## src/shared/sdd_pkg.sv

```systemverilog
// Constants, register map and carrier types of the supply-drop detector control.
// Assumes a 25 MHz system clock and a byte-wide register port with registered read data.
package sdd_pkg;
   localparam int ADDR_W = 4;
   localparam int DATA_W = 8;
   localparam int THR_W = 4;
   localparam int EVT_W = 2;
   localparam int CNT_W = 13;
   localparam logic [ADDR_W-1:0] REG_CTRL = 4'h0;
   localparam logic [ADDR_W-1:0] REG_THRESH = 4'h1;
   localparam logic [ADDR_W-1:0] REG_STATUS = 4'h2;
   localparam logic [ADDR_W-1:0] REG_MASK = 4'h3;
   localparam logic [ADDR_W-1:0] REG_CAUSE = 4'h4;
   localparam int CTRL_EN_BIT = 7;
   localparam int CTRL_SPARE_BIT = 4;
   localparam int CTRL_MODE_BIT = 1;
   localparam int CTRL_FLAG_BIT = 0;
   localparam int EVT_PEND_BIT = 0;
   localparam int EVT_SETTLE_BIT = 1;
   localparam int CAUSE_UV_BIT = 0;
   localparam logic [THR_W-1:0] THR_MAX = 4'h9;
   localparam logic [THR_W-1:0] THR_RESET = 4'h0;
   localparam logic [EVT_W-1:0] MASK_RESET = 2'h3;
   localparam logic [DATA_W-1:0] RD_IDLE = 8'h00;
   localparam real CLK_MHZ = 25.0;
   localparam real SETTLE_MS = 0.2;
   localparam int SETTLE_CYC = int'($ceil(SETTLE_MS * CLK_MHZ * 1000.0));
   typedef struct packed {
      logic [ADDR_W-1:0] addr;
      logic [DATA_W-1:0] wrData;
      logic wrStb;
      logic rdStb;
   } sdd_bus_req_t;
   typedef enum logic [1:0] {
      DET_OFF = 2'b00,
      DET_SETTLING = 2'b01,
      DET_IRQ_MODE = 2'b10,
      DET_RST_MODE = 2'b11
   } sdd_state_t;
endpackage

```

## src/logic/sdd_ctrl.sv

```systemverilog
// Top of the supply-drop detector control: registers, flag, reset and interrupt paths.
// Assumes reset_n carries every reset except the detector's own internal reset,
// and that software follows the documented start and stop sequences.
//
// The implementer's own choices: strobed register access and the placing of the registers.
`timescale 1ns/1ps
`default_nettype none
module sdd_ctrl
   import sdd_pkg::*;
#(
   parameter int SETTLE_CYCLES = SETTLE_CYC
)
(
   // Clock and reset.
   input wire logic clock,
   input wire logic reset_n,
   input wire logic clkEn,
   // Register port.
   input wire sdd_bus_req_t busReq,
   output logic [DATA_W-1:0] rdData_q,
   // Comparator side.
   input wire logic supplyBelow,
   output logic [THR_W-1:0] thresholdCode_q,
   output logic comparatorEnable_q,
   // Requests to the system.
   output logic detectorIrq_q,
   output logic detectorReset_q,
   output logic irq_q
);
   logic ctrlSpare_q;
   logic ctrlMode_q;
   logic flag_q;
   logic cause_q;
   logic [CNT_W-1:0] settleCnt_q;
   sdd_state_t state_q;
   sdd_state_t stateD;
   logic syncBelow;
   logic [EVT_W-1:0] status;
   logic [EVT_W-1:0] mask;

   // Register decode.
   wire wrCtrl = busReq.wrStb && (busReq.addr == REG_CTRL);
   wire wrThresh = busReq.wrStb && (busReq.addr == REG_THRESH);
   wire wrMask = busReq.wrStb && (busReq.addr == REG_MASK);
   wire rdStatus = busReq.rdStb && (busReq.addr == REG_STATUS);
   wire rdCause = busReq.rdStb && (busReq.addr == REG_CAUSE);
   wire [THR_W-1:0] wrCode = busReq.wrData[THR_W-1:0];
   wire thrLegal = (wrCode <= THR_MAX) && (busReq.wrData[DATA_W-1:THR_W] == '0);

   // Detector outputs, all but the settle event derived from the synchronised comparator.
   // flag only when enabled.
   wire flagD = comparatorEnable_q & syncBelow;
   wire irqReqD = flagD & ~ctrlMode_q;
   wire resetReqD = flagD & ctrlMode_q;
   wire causeD = resetReqD | (cause_q & ~rdCause);
   wire irqRise = irqReqD & ~detectorIrq_q;
   wire cntDone = settleCnt_q == CNT_W'(SETTLE_CYCLES - 1);
   wire settled = (state_q == DET_SETTLING) && comparatorEnable_q && cntDone;
   wire [EVT_W-1:0] events = {settled, irqRise};

   // Read data selection.
   wire [DATA_W-1:0] ctrlView = {comparatorEnable_q, 2'b00, ctrlSpare_q, 2'b00,
                                 ctrlMode_q, flag_q};
   wire [DATA_W-1:0] statusView = {{(DATA_W-EVT_W){1'b0}}, status};
   wire [DATA_W-1:0] maskView = {{(DATA_W-EVT_W){1'b0}}, mask};
   wire [DATA_W-1:0] causeView = {{(DATA_W-1){1'b0}}, cause_q};
   wire [DATA_W-1:0] threshView = {{(DATA_W-THR_W){1'b0}}, thresholdCode_q};
   wire [DATA_W-1:0] rdMux = (busReq.addr == REG_CTRL) ? ctrlView :
                             (busReq.addr == REG_THRESH) ? threshView :
                             (busReq.addr == REG_STATUS) ? statusView :
                             (busReq.addr == REG_MASK) ? maskView :
                             (busReq.addr == REG_CAUSE) ? causeView : RD_IDLE;

   sdd_sync uSync (
      .clock(clock),
      .reset_n(reset_n),
      .clkEn(clkEn),
      .asyncIn(supplyBelow),
      .syncOut_q(syncBelow)
   );

   sdd_irq uIrq (
      .clock(clock),
      .reset_n(reset_n),
      .clkEn(clkEn),
      .evt(events),
      .rdClear(rdStatus),
      .wrMask(wrMask),
      .maskData(busReq.wrData[EVT_W-1:0]),
      .status_q(status),
      .mask_q(mask),
      .irq_q(irq_q)
   );

   // Settle tracking: reports when the comparator wait has elapsed after enabling.
   always_comb begin
      stateD = state_q;
      case (state_q)
         DET_OFF: begin
            stateD = comparatorEnable_q ? DET_SETTLING : DET_OFF;
         end
         DET_SETTLING: begin
            if (!comparatorEnable_q) begin
               stateD = DET_OFF;
            end else if (cntDone) begin
               stateD = ctrlMode_q ? DET_RST_MODE : DET_IRQ_MODE;
            end
         end
         DET_IRQ_MODE, DET_RST_MODE: begin
            if (!comparatorEnable_q) begin
               stateD = DET_OFF;
            end else begin
               stateD = ctrlMode_q ? DET_RST_MODE : DET_IRQ_MODE;
            end
         end
         default: begin
            stateD = DET_OFF;
         end
      endcase
   end

   always_ff @(posedge clock or negedge reset_n) begin
      if (!reset_n) begin
         state_q <= DET_OFF;
         settleCnt_q <= '0;
      end else if (clkEn) begin
         state_q <= stateD;
         settleCnt_q <= (state_q == DET_SETTLING && !cntDone) ? settleCnt_q + 1'b1 : '0;
      end
   end

   always_ff @(posedge clock or negedge reset_n) begin
      if (!reset_n) begin
         comparatorEnable_q <= 1'b0;
         ctrlMode_q <= 1'b0;
         ctrlSpare_q <= 1'b0;
      end else if (clkEn && wrCtrl) begin
         comparatorEnable_q <= busReq.wrData[CTRL_EN_BIT];
         ctrlMode_q <= busReq.wrData[CTRL_MODE_BIT];
         ctrlSpare_q <= busReq.wrData[CTRL_SPARE_BIT];
      end
   end

   always_ff @(posedge clock or negedge reset_n) begin
      if (!reset_n) begin
         thresholdCode_q <= THR_RESET;
      end else if (clkEn && wrThresh && thrLegal) begin
         thresholdCode_q <= wrCode;
      end
   end

   always_ff @(posedge clock or negedge reset_n) begin
      if (!reset_n) begin
         flag_q <= 1'b0;
         detectorIrq_q <= 1'b0;
         detectorReset_q <= 1'b0;
         cause_q <= 1'b0;
      end else if (clkEn) begin
         flag_q <= flagD;
         detectorIrq_q <= irqReqD;
         detectorReset_q <= resetReqD;
         cause_q <= causeD;
      end
   end

   // Read data stand for exactly the cycle after the strobe.
   always_ff @(posedge clock or negedge reset_n) begin
      if (!reset_n) begin
         rdData_q <= RD_IDLE;
      end else if (clkEn) begin
         rdData_q <= busReq.rdStb ? rdMux : RD_IDLE;
      end
   end
endmodule
`default_nettype wire

```

## src/logic/sdd_irq.sv

```systemverilog
// Sticky event status, mask and level interrupt of the detector.
// Assumes one-cycle event pulses; a status read clears, a set in that cycle wins.
`timescale 1ns/1ps
`default_nettype none
module sdd_irq
   import sdd_pkg::*;
(
   // Clock and control.
   input wire logic clock,
   input wire logic reset_n,
   input wire logic clkEn,
   // Events and software access.
   input wire logic [EVT_W-1:0] evt,
   input wire logic rdClear,
   input wire logic wrMask,
   input wire logic [EVT_W-1:0] maskData,
   // State.
   output logic [EVT_W-1:0] status_q,
   output logic [EVT_W-1:0] mask_q,
   output logic irq_q
);
   logic [EVT_W-1:0] statusD;
   logic [EVT_W-1:0] maskD;
   logic postReset_q;

   genvar i;
   generate
      for (i = 0; i < EVT_W; i++) begin : gBit
         assign statusD[i] = evt[i] | (status_q[i] & ~rdClear);
         assign maskD[i] = wrMask ? maskData[i] : mask_q[i];
      end
   endgenerate

   always_ff @(posedge clock or negedge reset_n) begin
      if (!reset_n) begin
         status_q <= '0;
         mask_q <= MASK_RESET;
         irq_q <= 1'b0;
      end else if (clkEn) begin
         status_q <= statusD;
         mask_q <= maskD;
         irq_q <= |(statusD & ~maskD);
      end
   end

   // Marks the first enabled cycle after reset; frozen like the rest of the state.
   always_ff @(posedge clock or negedge reset_n) begin
      if (!reset_n) begin
         postReset_q <= 1'b1;
      end else if (clkEn) begin
         postReset_q <= 1'b0;
      end
   end
endmodule
`default_nettype wire

```

## src/logic/sdd_sync.sv

```systemverilog
// Two-stage synchroniser for the asynchronous comparator result.
// Assumes the input may change at any time relative to the clock.
`timescale 1ns/1ps
`default_nettype none
module sdd_sync
   import sdd_pkg::*;
(
   // Clock and control.
   input wire logic clock,
   input wire logic reset_n,
   input wire logic clkEn,
   // Data.
   input wire logic asyncIn,
   output logic syncOut_q
);
   logic meta_q;

   always_ff @(posedge clock or negedge reset_n) begin
      if (!reset_n) begin
         meta_q <= 1'b0;
         syncOut_q <= 1'b0;
      end else if (clkEn) begin
         meta_q <= asyncIn;
         syncOut_q <= meta_q;
      end
   end
endmodule
`default_nettype wire

```

## config.mk

```make
export PLATFORM = sky130hd
export DESIGN_NAME = sdd_ctrl
export DESIGN_NICKNAME = d
export VERILOG_FILES = /design/src/shared/sdd_pkg.sv /design/src/logic/sdd_ctrl.sv /design/src/logic/sdd_irq.sv /design/src/logic/sdd_sync.sv
export SDC_FILE = /design/constraint.sdc
export NUM_CORES = 1
export LEC_CHECK = 0
export BUFFER_PORTS_ARGS = -buffer_cell sky130_fd_sc_hd__buf_2
export CORE_ASPECT_RATIO = 0.9
export CORE_UTILIZATION = 60
export CTS_CLUSTER_DIAMETER = 40
export DETAILED_ROUTE_END_ITERATION = 8
export GPL_ROUTABILITY_DRIVEN = 0
export PLACE_DENSITY_LB_ADDON = 0.25
export SLEW_MARGIN = 40
export SYNTH_ARGS = -nofsm -noshare
export SYNTH_HDL_FRONTEND = slang
export SYNTH_SLANG_ARGS = --single-unit
```

## constraint.sdc

```tcl
create_clock -name clock -period 3.55 [get_ports clock]
set_input_delay 0.1775 -clock clock [delete_from_list [all_inputs] [get_ports clock]]
set_output_delay 0.1775 -clock clock [all_outputs]
set_load 0.005 [all_outputs]
```

Yosys cells after proc, flatten, opt, wreduce, memory -nomap -nowiden
Index checks and enable logic that the tools add are counted.
{ "word_totals": {"elab_cells": 77, "register_bits": 41, "in_bits": 18, "out_inout_bits": 16} }
{ "op_classes": {"n_bitwise": 16, "magnitude_cmp": 1, "n_reduce_logical": 19, "mux": 15, "n_eq_ne": 9, "addsub": 1} }
{ "ops": {"columns": ["operator", "n"], "rows": [
  ["8-bit 2-to-1 mux", 2],
  ["13-bit by 1-bit adder with 13-bit output (second input constant)", 1],
  ["13-bit equality test (second input constant)", 1],
  ["13-bit 2-to-1 mux", 1],
  ["1-bit logical AND", 12],
  ["2-bit 2-to-1 mux", 5],
  ["4-bit by 2-bit equality test with 1-bit output (second input constant)", 2],
  ["4-bit logical NOT", 2],
  ["1-bit bitwise AND", 7],
  ["2-bit one-hot mux with 3 select lines", 1],
  ["1-bit 2-to-1 mux", 5],
  ["2-bit equality test (second input constant)", 2],
  ["4-bit by 1-bit equality test with 1-bit output (second input constant)", 1],
  ["4-bit by 3-bit equality test with 1-bit output (second input constant)", 1],
  ["4-bit <= comparator (second input constant)", 1],
  ["4-bit 2-to-1 mux", 1],
  ["1-bit inverter", 4],
  ["2-bit OR reduction", 2],
  ["3-bit != test (second input constant)", 1],
  ["1-bit OR", 3],
  ["2-bit bitwise AND", 1],
  ["2-bit by 1-bit equality test with 1-bit output (second input constant)", 1],
  ["2-bit logical NOT", 1],
  ["2-bit inverter", 1],
  ["other kinds (2)", 2]
]} }

Longest topological paths before layout
{ "logic_depth": {"depth_word": 7, "mapped_depth": 6, "mapped_depth_nobuf": 5} }

Hierarchy
Synthesis repeated with hierarchy kept, for this count alone.
{ "hier_totals": {"cells_unflattened": 193, "area_unflattened_um2": 1973.1} }
{ "by_module_without_submodules": {"columns": ["module", "cells_each", "area_per_inst_um2", "n_inst", "seq_area_each_um2"], "rows": [
  ["sdd_ctrl", 169, 1656.6, 1, 800.8],
  ["sdd_irq", 20, 244.0, 1, 127.6],
  ["sdd_sync", 4, 72.6, 1, 50.0]
]} }

Least setup slack after synthesis
OpenSTA, ideal clock, no wires.
{ "synth_timing": {"kind": "flip-flop to flip-flop", "from": "reg settleCnt_q[5]", "to": "reg settleCnt_q[3]", "period_less_slack_ns": 1.699, "path_stages_with_launch": 6, "arrival_time_ns": 1.581, "setup_slack_ns": 1.851, "path_buffers": 1, "required_ns": 3.432, "cell_sequence": "dfrtp_1 buf_6 or4_4 o311ai_4 o31ai_1 a21o_1"} }
{ "synth_via": {"elab_chain_len": 4} }
{ "synth_rtl": {"columns": ["element", "line", "text"], "rows": [
  ["start, declared", "sdd_ctrl.sv:34", "logic [CNT_W-1:0] settleCnt_q;"],
  ["start signal, assigned", "sdd_ctrl.sv:128", "settleCnt_q <= (state_q == DET_SETTLING && !cntDone) ? settleCnt_q + 1'b1 : '0;"],
  ["13-bit equality test", "sdd_ctrl.sv:57", "wire cntDone = settleCnt_q == CNT_W'(SETTLE_CYCLES - 1);"],
  ["1-bit logical NOT", "sdd_ctrl.sv:128", null],
  ["1-bit logical AND", "sdd_ctrl.sv:128", null],
  ["13-bit 2-to-1 mux", "sdd_ctrl.sv:128", null]
]} }
No other way between the ends.
A chain may end at the register's enable or synchronous reset.

Worst setup path after layout
{ "layout_timing": {"from": "reg settleCnt_q[0]", "to": "reg settleCnt_q[10]"} }
{ "layout_via": {"elab_chain_len": 4, "elab_cells_between_ends": 5} }
{ "layout_rtl": {"columns": ["element", "line"], "rows": [
  ["branches (longest 3 deep; another with 13-bit by 1-bit adder with 13-bit output)", null],
  ["13-bit 2-to-1 mux *", "sdd_ctrl.sv:128"]
]} }
Mark *: on every way between the ends.

==> impl_metrics.csv <==
group,metric,value,unit
die,die_area,3572,um2
worst_setup_path,critPathTopFamily,"simple AND/OR/NAND/NOR gates",
route,dr_total_vias,1568,
sta,finalHoldViolCount,0,
pwr,internal_power,780.0,uW
global_route,grt_use_total,0.2490,
sta,hold_ws,121.1,ps
global_route,grt_max_degree,40,
synthesis,synthAdderAreaFrac,0.006250,
placement,dp.cells,250,
cells_and_area,final_common_cell,"dfrtp_1",
clock_network,post_cts_buffers,0,
clock_network,htreeDepth,2,
worst_setup_path,arrival,2090,ps
worst_setup_path,crit_path_top_delay_cell,"dfrtp_1",
worst_setup_path,worstSetupPathType,"flop to flop",
synthesis,synth_top_family_by_area,"simple AND/OR/NAND/NOR gates",
cells_and_area,drive_above_1_share,0.2765,
route,via_per_inst,6.054,
flow_run,max-cap-violations,0,
global_route,globalRouteMet3Util,0.04878,
global_route,grt_overflow,0,
pwr,p_clk_frac,0.363,
clock_network,clk_latency,290,ps
sta,min_period_over_period,0.5424,
cells_and_area,diodes,0,
synthesis,synth_top_cells_by_area,"dfrtp_1, mux2_2, nand3_1, o21ai_0, dfstp_2",
sta,clock.fmax,519.4,MHz
sta,finalMaxSlewViolations,0,
cells_and_area,fillCellCount,231,
die,initial_utilization,0.6428,
clock_network,cts_tree,"built",
worst_setup_path,slowest_delay,440,ps
route,avgRoutedWirePerCell,15.80,um
cells_and_area,multi_input_area,945.9,um2
pwr,p_leak,0.001071,uW
route,drt_wl_total,4092,um
worst_setup_path,end_kind,"flop",
sta,relSlewSlack,0.5886,
global_route,met1_usage,0.3446,
synthesis,synth_ff_type,"dfrtp_1",
synthesis,ys_types,51,
clock_network,cts-hold-fix-buffers,0,
sta,setup_violations,0,
die,num_rows,19,
die,die_w,62.89,um
worst_hold_path,holdPathStages,2,
worst_setup_path,crit_required,3720,ps
synthesis,postSynthAreaPerCell,10.76,um2
sta,rsz0062_at_grt,"false",
pwr,power_frac_seq,0.502,
cells_and_area,seq_area,978.4,um2
worst_setup_path,worst-path-stages,5,
cells_and_area,final_cell_mix,"dfrtp_1, buf_2, nand3_1, o21ai_0, mux2_2",
route,drt_pass1_iterations,4,
cells_and_area,nets,235,
synthesis,synth_compound_area_frac,0.1463,
sta,setup-tns-final,0,ps
pwr,switchingPower,266.4,uW
synthesis,synth-seq-cells,39,
pwr,total_power,1046,uW
synthesis,synth-simple-area-share,0.1944,
global_route,grt_pass1_wl,6699,um
pwr,swShare,0.2546,
global_route,grtUsageMet2,0.3779,
synthesis,syn_area,2002,um2
sta,min_period,1925,ps
cells_and_area,finish.utilization,0.7336,
pwr,cellPowerDensity,458.0,nW/um2
global_route,antenna_found_initial,0,
die,io_pins,34,
clock_network,cts_sinks,39,
worst_setup_path,cp_cell_sequence,"ha_1, nand4_1, o31ai_2, and2_1, nor2_1",
synthesis,async_flop_share,1.000,
synthesis,yosysTopAreaCellShare,0.4625,
cells_and_area,syn2layout_area_growth,14.12,%
global_route,grt_busiest_layer,"met2",
pwr,pwr-share-comb,0.135,
cells_and_area,layoutNonFillerInstCount,259,
die,die_y,56.80,um
worst_setup_path,worstPathMaxFanout,8,
sta,tightest_slew,615.8,ps
clock_network,cts_root_buf,"clkbuf_8",
route,ant_nets,0,
worst_hold_path,hold_class,"primary input to flop",
route,route.detailed.drc,0,
worst_setup_path,path_buf_inv,0,
global_route,grt_pass1_vias,1464,
synthesis,syn_inst,186,
synthesis,yosys_warnings,0,
pwr,ir_drop,310.9,uV
synthesis,synth_edf_count,0,
synthesis,yosys.area_share.xor_xnor,0.02625,
worst_setup_path,startpoint_type,"flop",
clock_network,numCtsBuffers,5,
placement,place_hpwl,2879,um
clock_network,ctsResizeCount,0,
synthesis,synth_largest_area_cell,"dfrtp_1",
clock_network,cts_buffer_depth,2,
synthesis,ys_seq_area_frac,0.4887,
worst_setup_path,reg2reg_depth,5,
synthesis,yosys-mux-area-fraction,0.09562,
placement,port-buffer-count,31,
die,core,3114,um2
sta,finClkSkew,6.410,ps
route,drt_iter0_markers,120,
status,status,"completed",
clock_network,clkSlewWorstSetupHoldPaths,70,ps
[state kept, by name (all words and copies together), names as in the netlist, 2 cells and up]
signal	cells
uIrq.mask_q	2
rdData_q	6
settleCnt_q	13
state_q	2
thresholdCode_q	4
uIrq.status_q	2
[cells by family after synthesis]
family,Yosys count
buffers and inverters,16
adders and majority gates,1
other,1
AOI/OAI and AO/OA,39
and+or+nand+nor,68
DFF,39
xor gates and xnor gates,6
muxes,16
[through the flow]
stage | worst slack, ps | cell area [um2]
after floorplan | 1851 | 2006
after global placement | 1764 | 2155
after detailed placement | 1665 | 2155
after CTS | 1651 | 2272
after global routing | 1498 | 2285
final | 1625 | 2285
[per-layer routing]
layer,routed length [um],share of wire,vias up
met1,1997,0.49,755
met5,0,0,-
met4,71,0.017,0
li1,-,-,740
met3,201,0.049,10
met2,1821,0.45,63
[worst paths after layout]
kind / start / end / slack, ps
max in group asynchronous: reset_n / uIrq.mask_q[1] / 2820
hold reg to reg: flag_q / flag_q / 490
hold / removal: supplyBelow / uSync.meta_q / 120
setup reg to reg: settleCnt_q[0] / settleCnt_q[10] / 1620
setup / recovery: settleCnt_q[0] / settleCnt_q[10] / 1620
min in group asynchronous: reset_n / rdData_q[1] / 380
[power by group through the flow]
stage / clock, uW / sequential (uW) / combinational [uW]
6_report: 380 / 525 / 142
5_1_grt: 401 / 529 / 156
4_1_cts: 387 / 523 / 140
3_5_place_dp: 0 / 532 / 139
3_3_place_gp: 0 / 530 / 134
2_1_floorplan: 0 / 522 / 92.5
[cell usage after synthesis (2+ instances only)]
cell type and number:
nand3_1 12, nor2b_1 2, o31ai_1 3, a21o_1 3, clkbuf_1 3, o2bb2ai_1 6, a221oi_1 2, buf_2 2
nand2_1 11, mux2_2 12, and2_1 2, xor2_1 6, a21oi_1 4, dfrtp_1 37, dfstp_2 2, o21ai_0 12
and3_1 2, and4_1 2, nand2b_1 3, nand4_1 7, or3_1 3, nor2_1 10, mux2i_1 3, inv_1 6
nand3b_1 3, buf_4 3
[layout make-up]
cell class | count | share of cell area
inverter | 6 | 0.009858
sequential | 39 | 0.4283
clock buffer | 6 | 0.03614
clock inverter | 2 | 0.01533
tap | 42 | 0.02300
timing repair buffer | 32 | 0.07338
multi-input combinational | 132 | 0.4140
No activity file was read; power rests on OpenSTA's default activity.
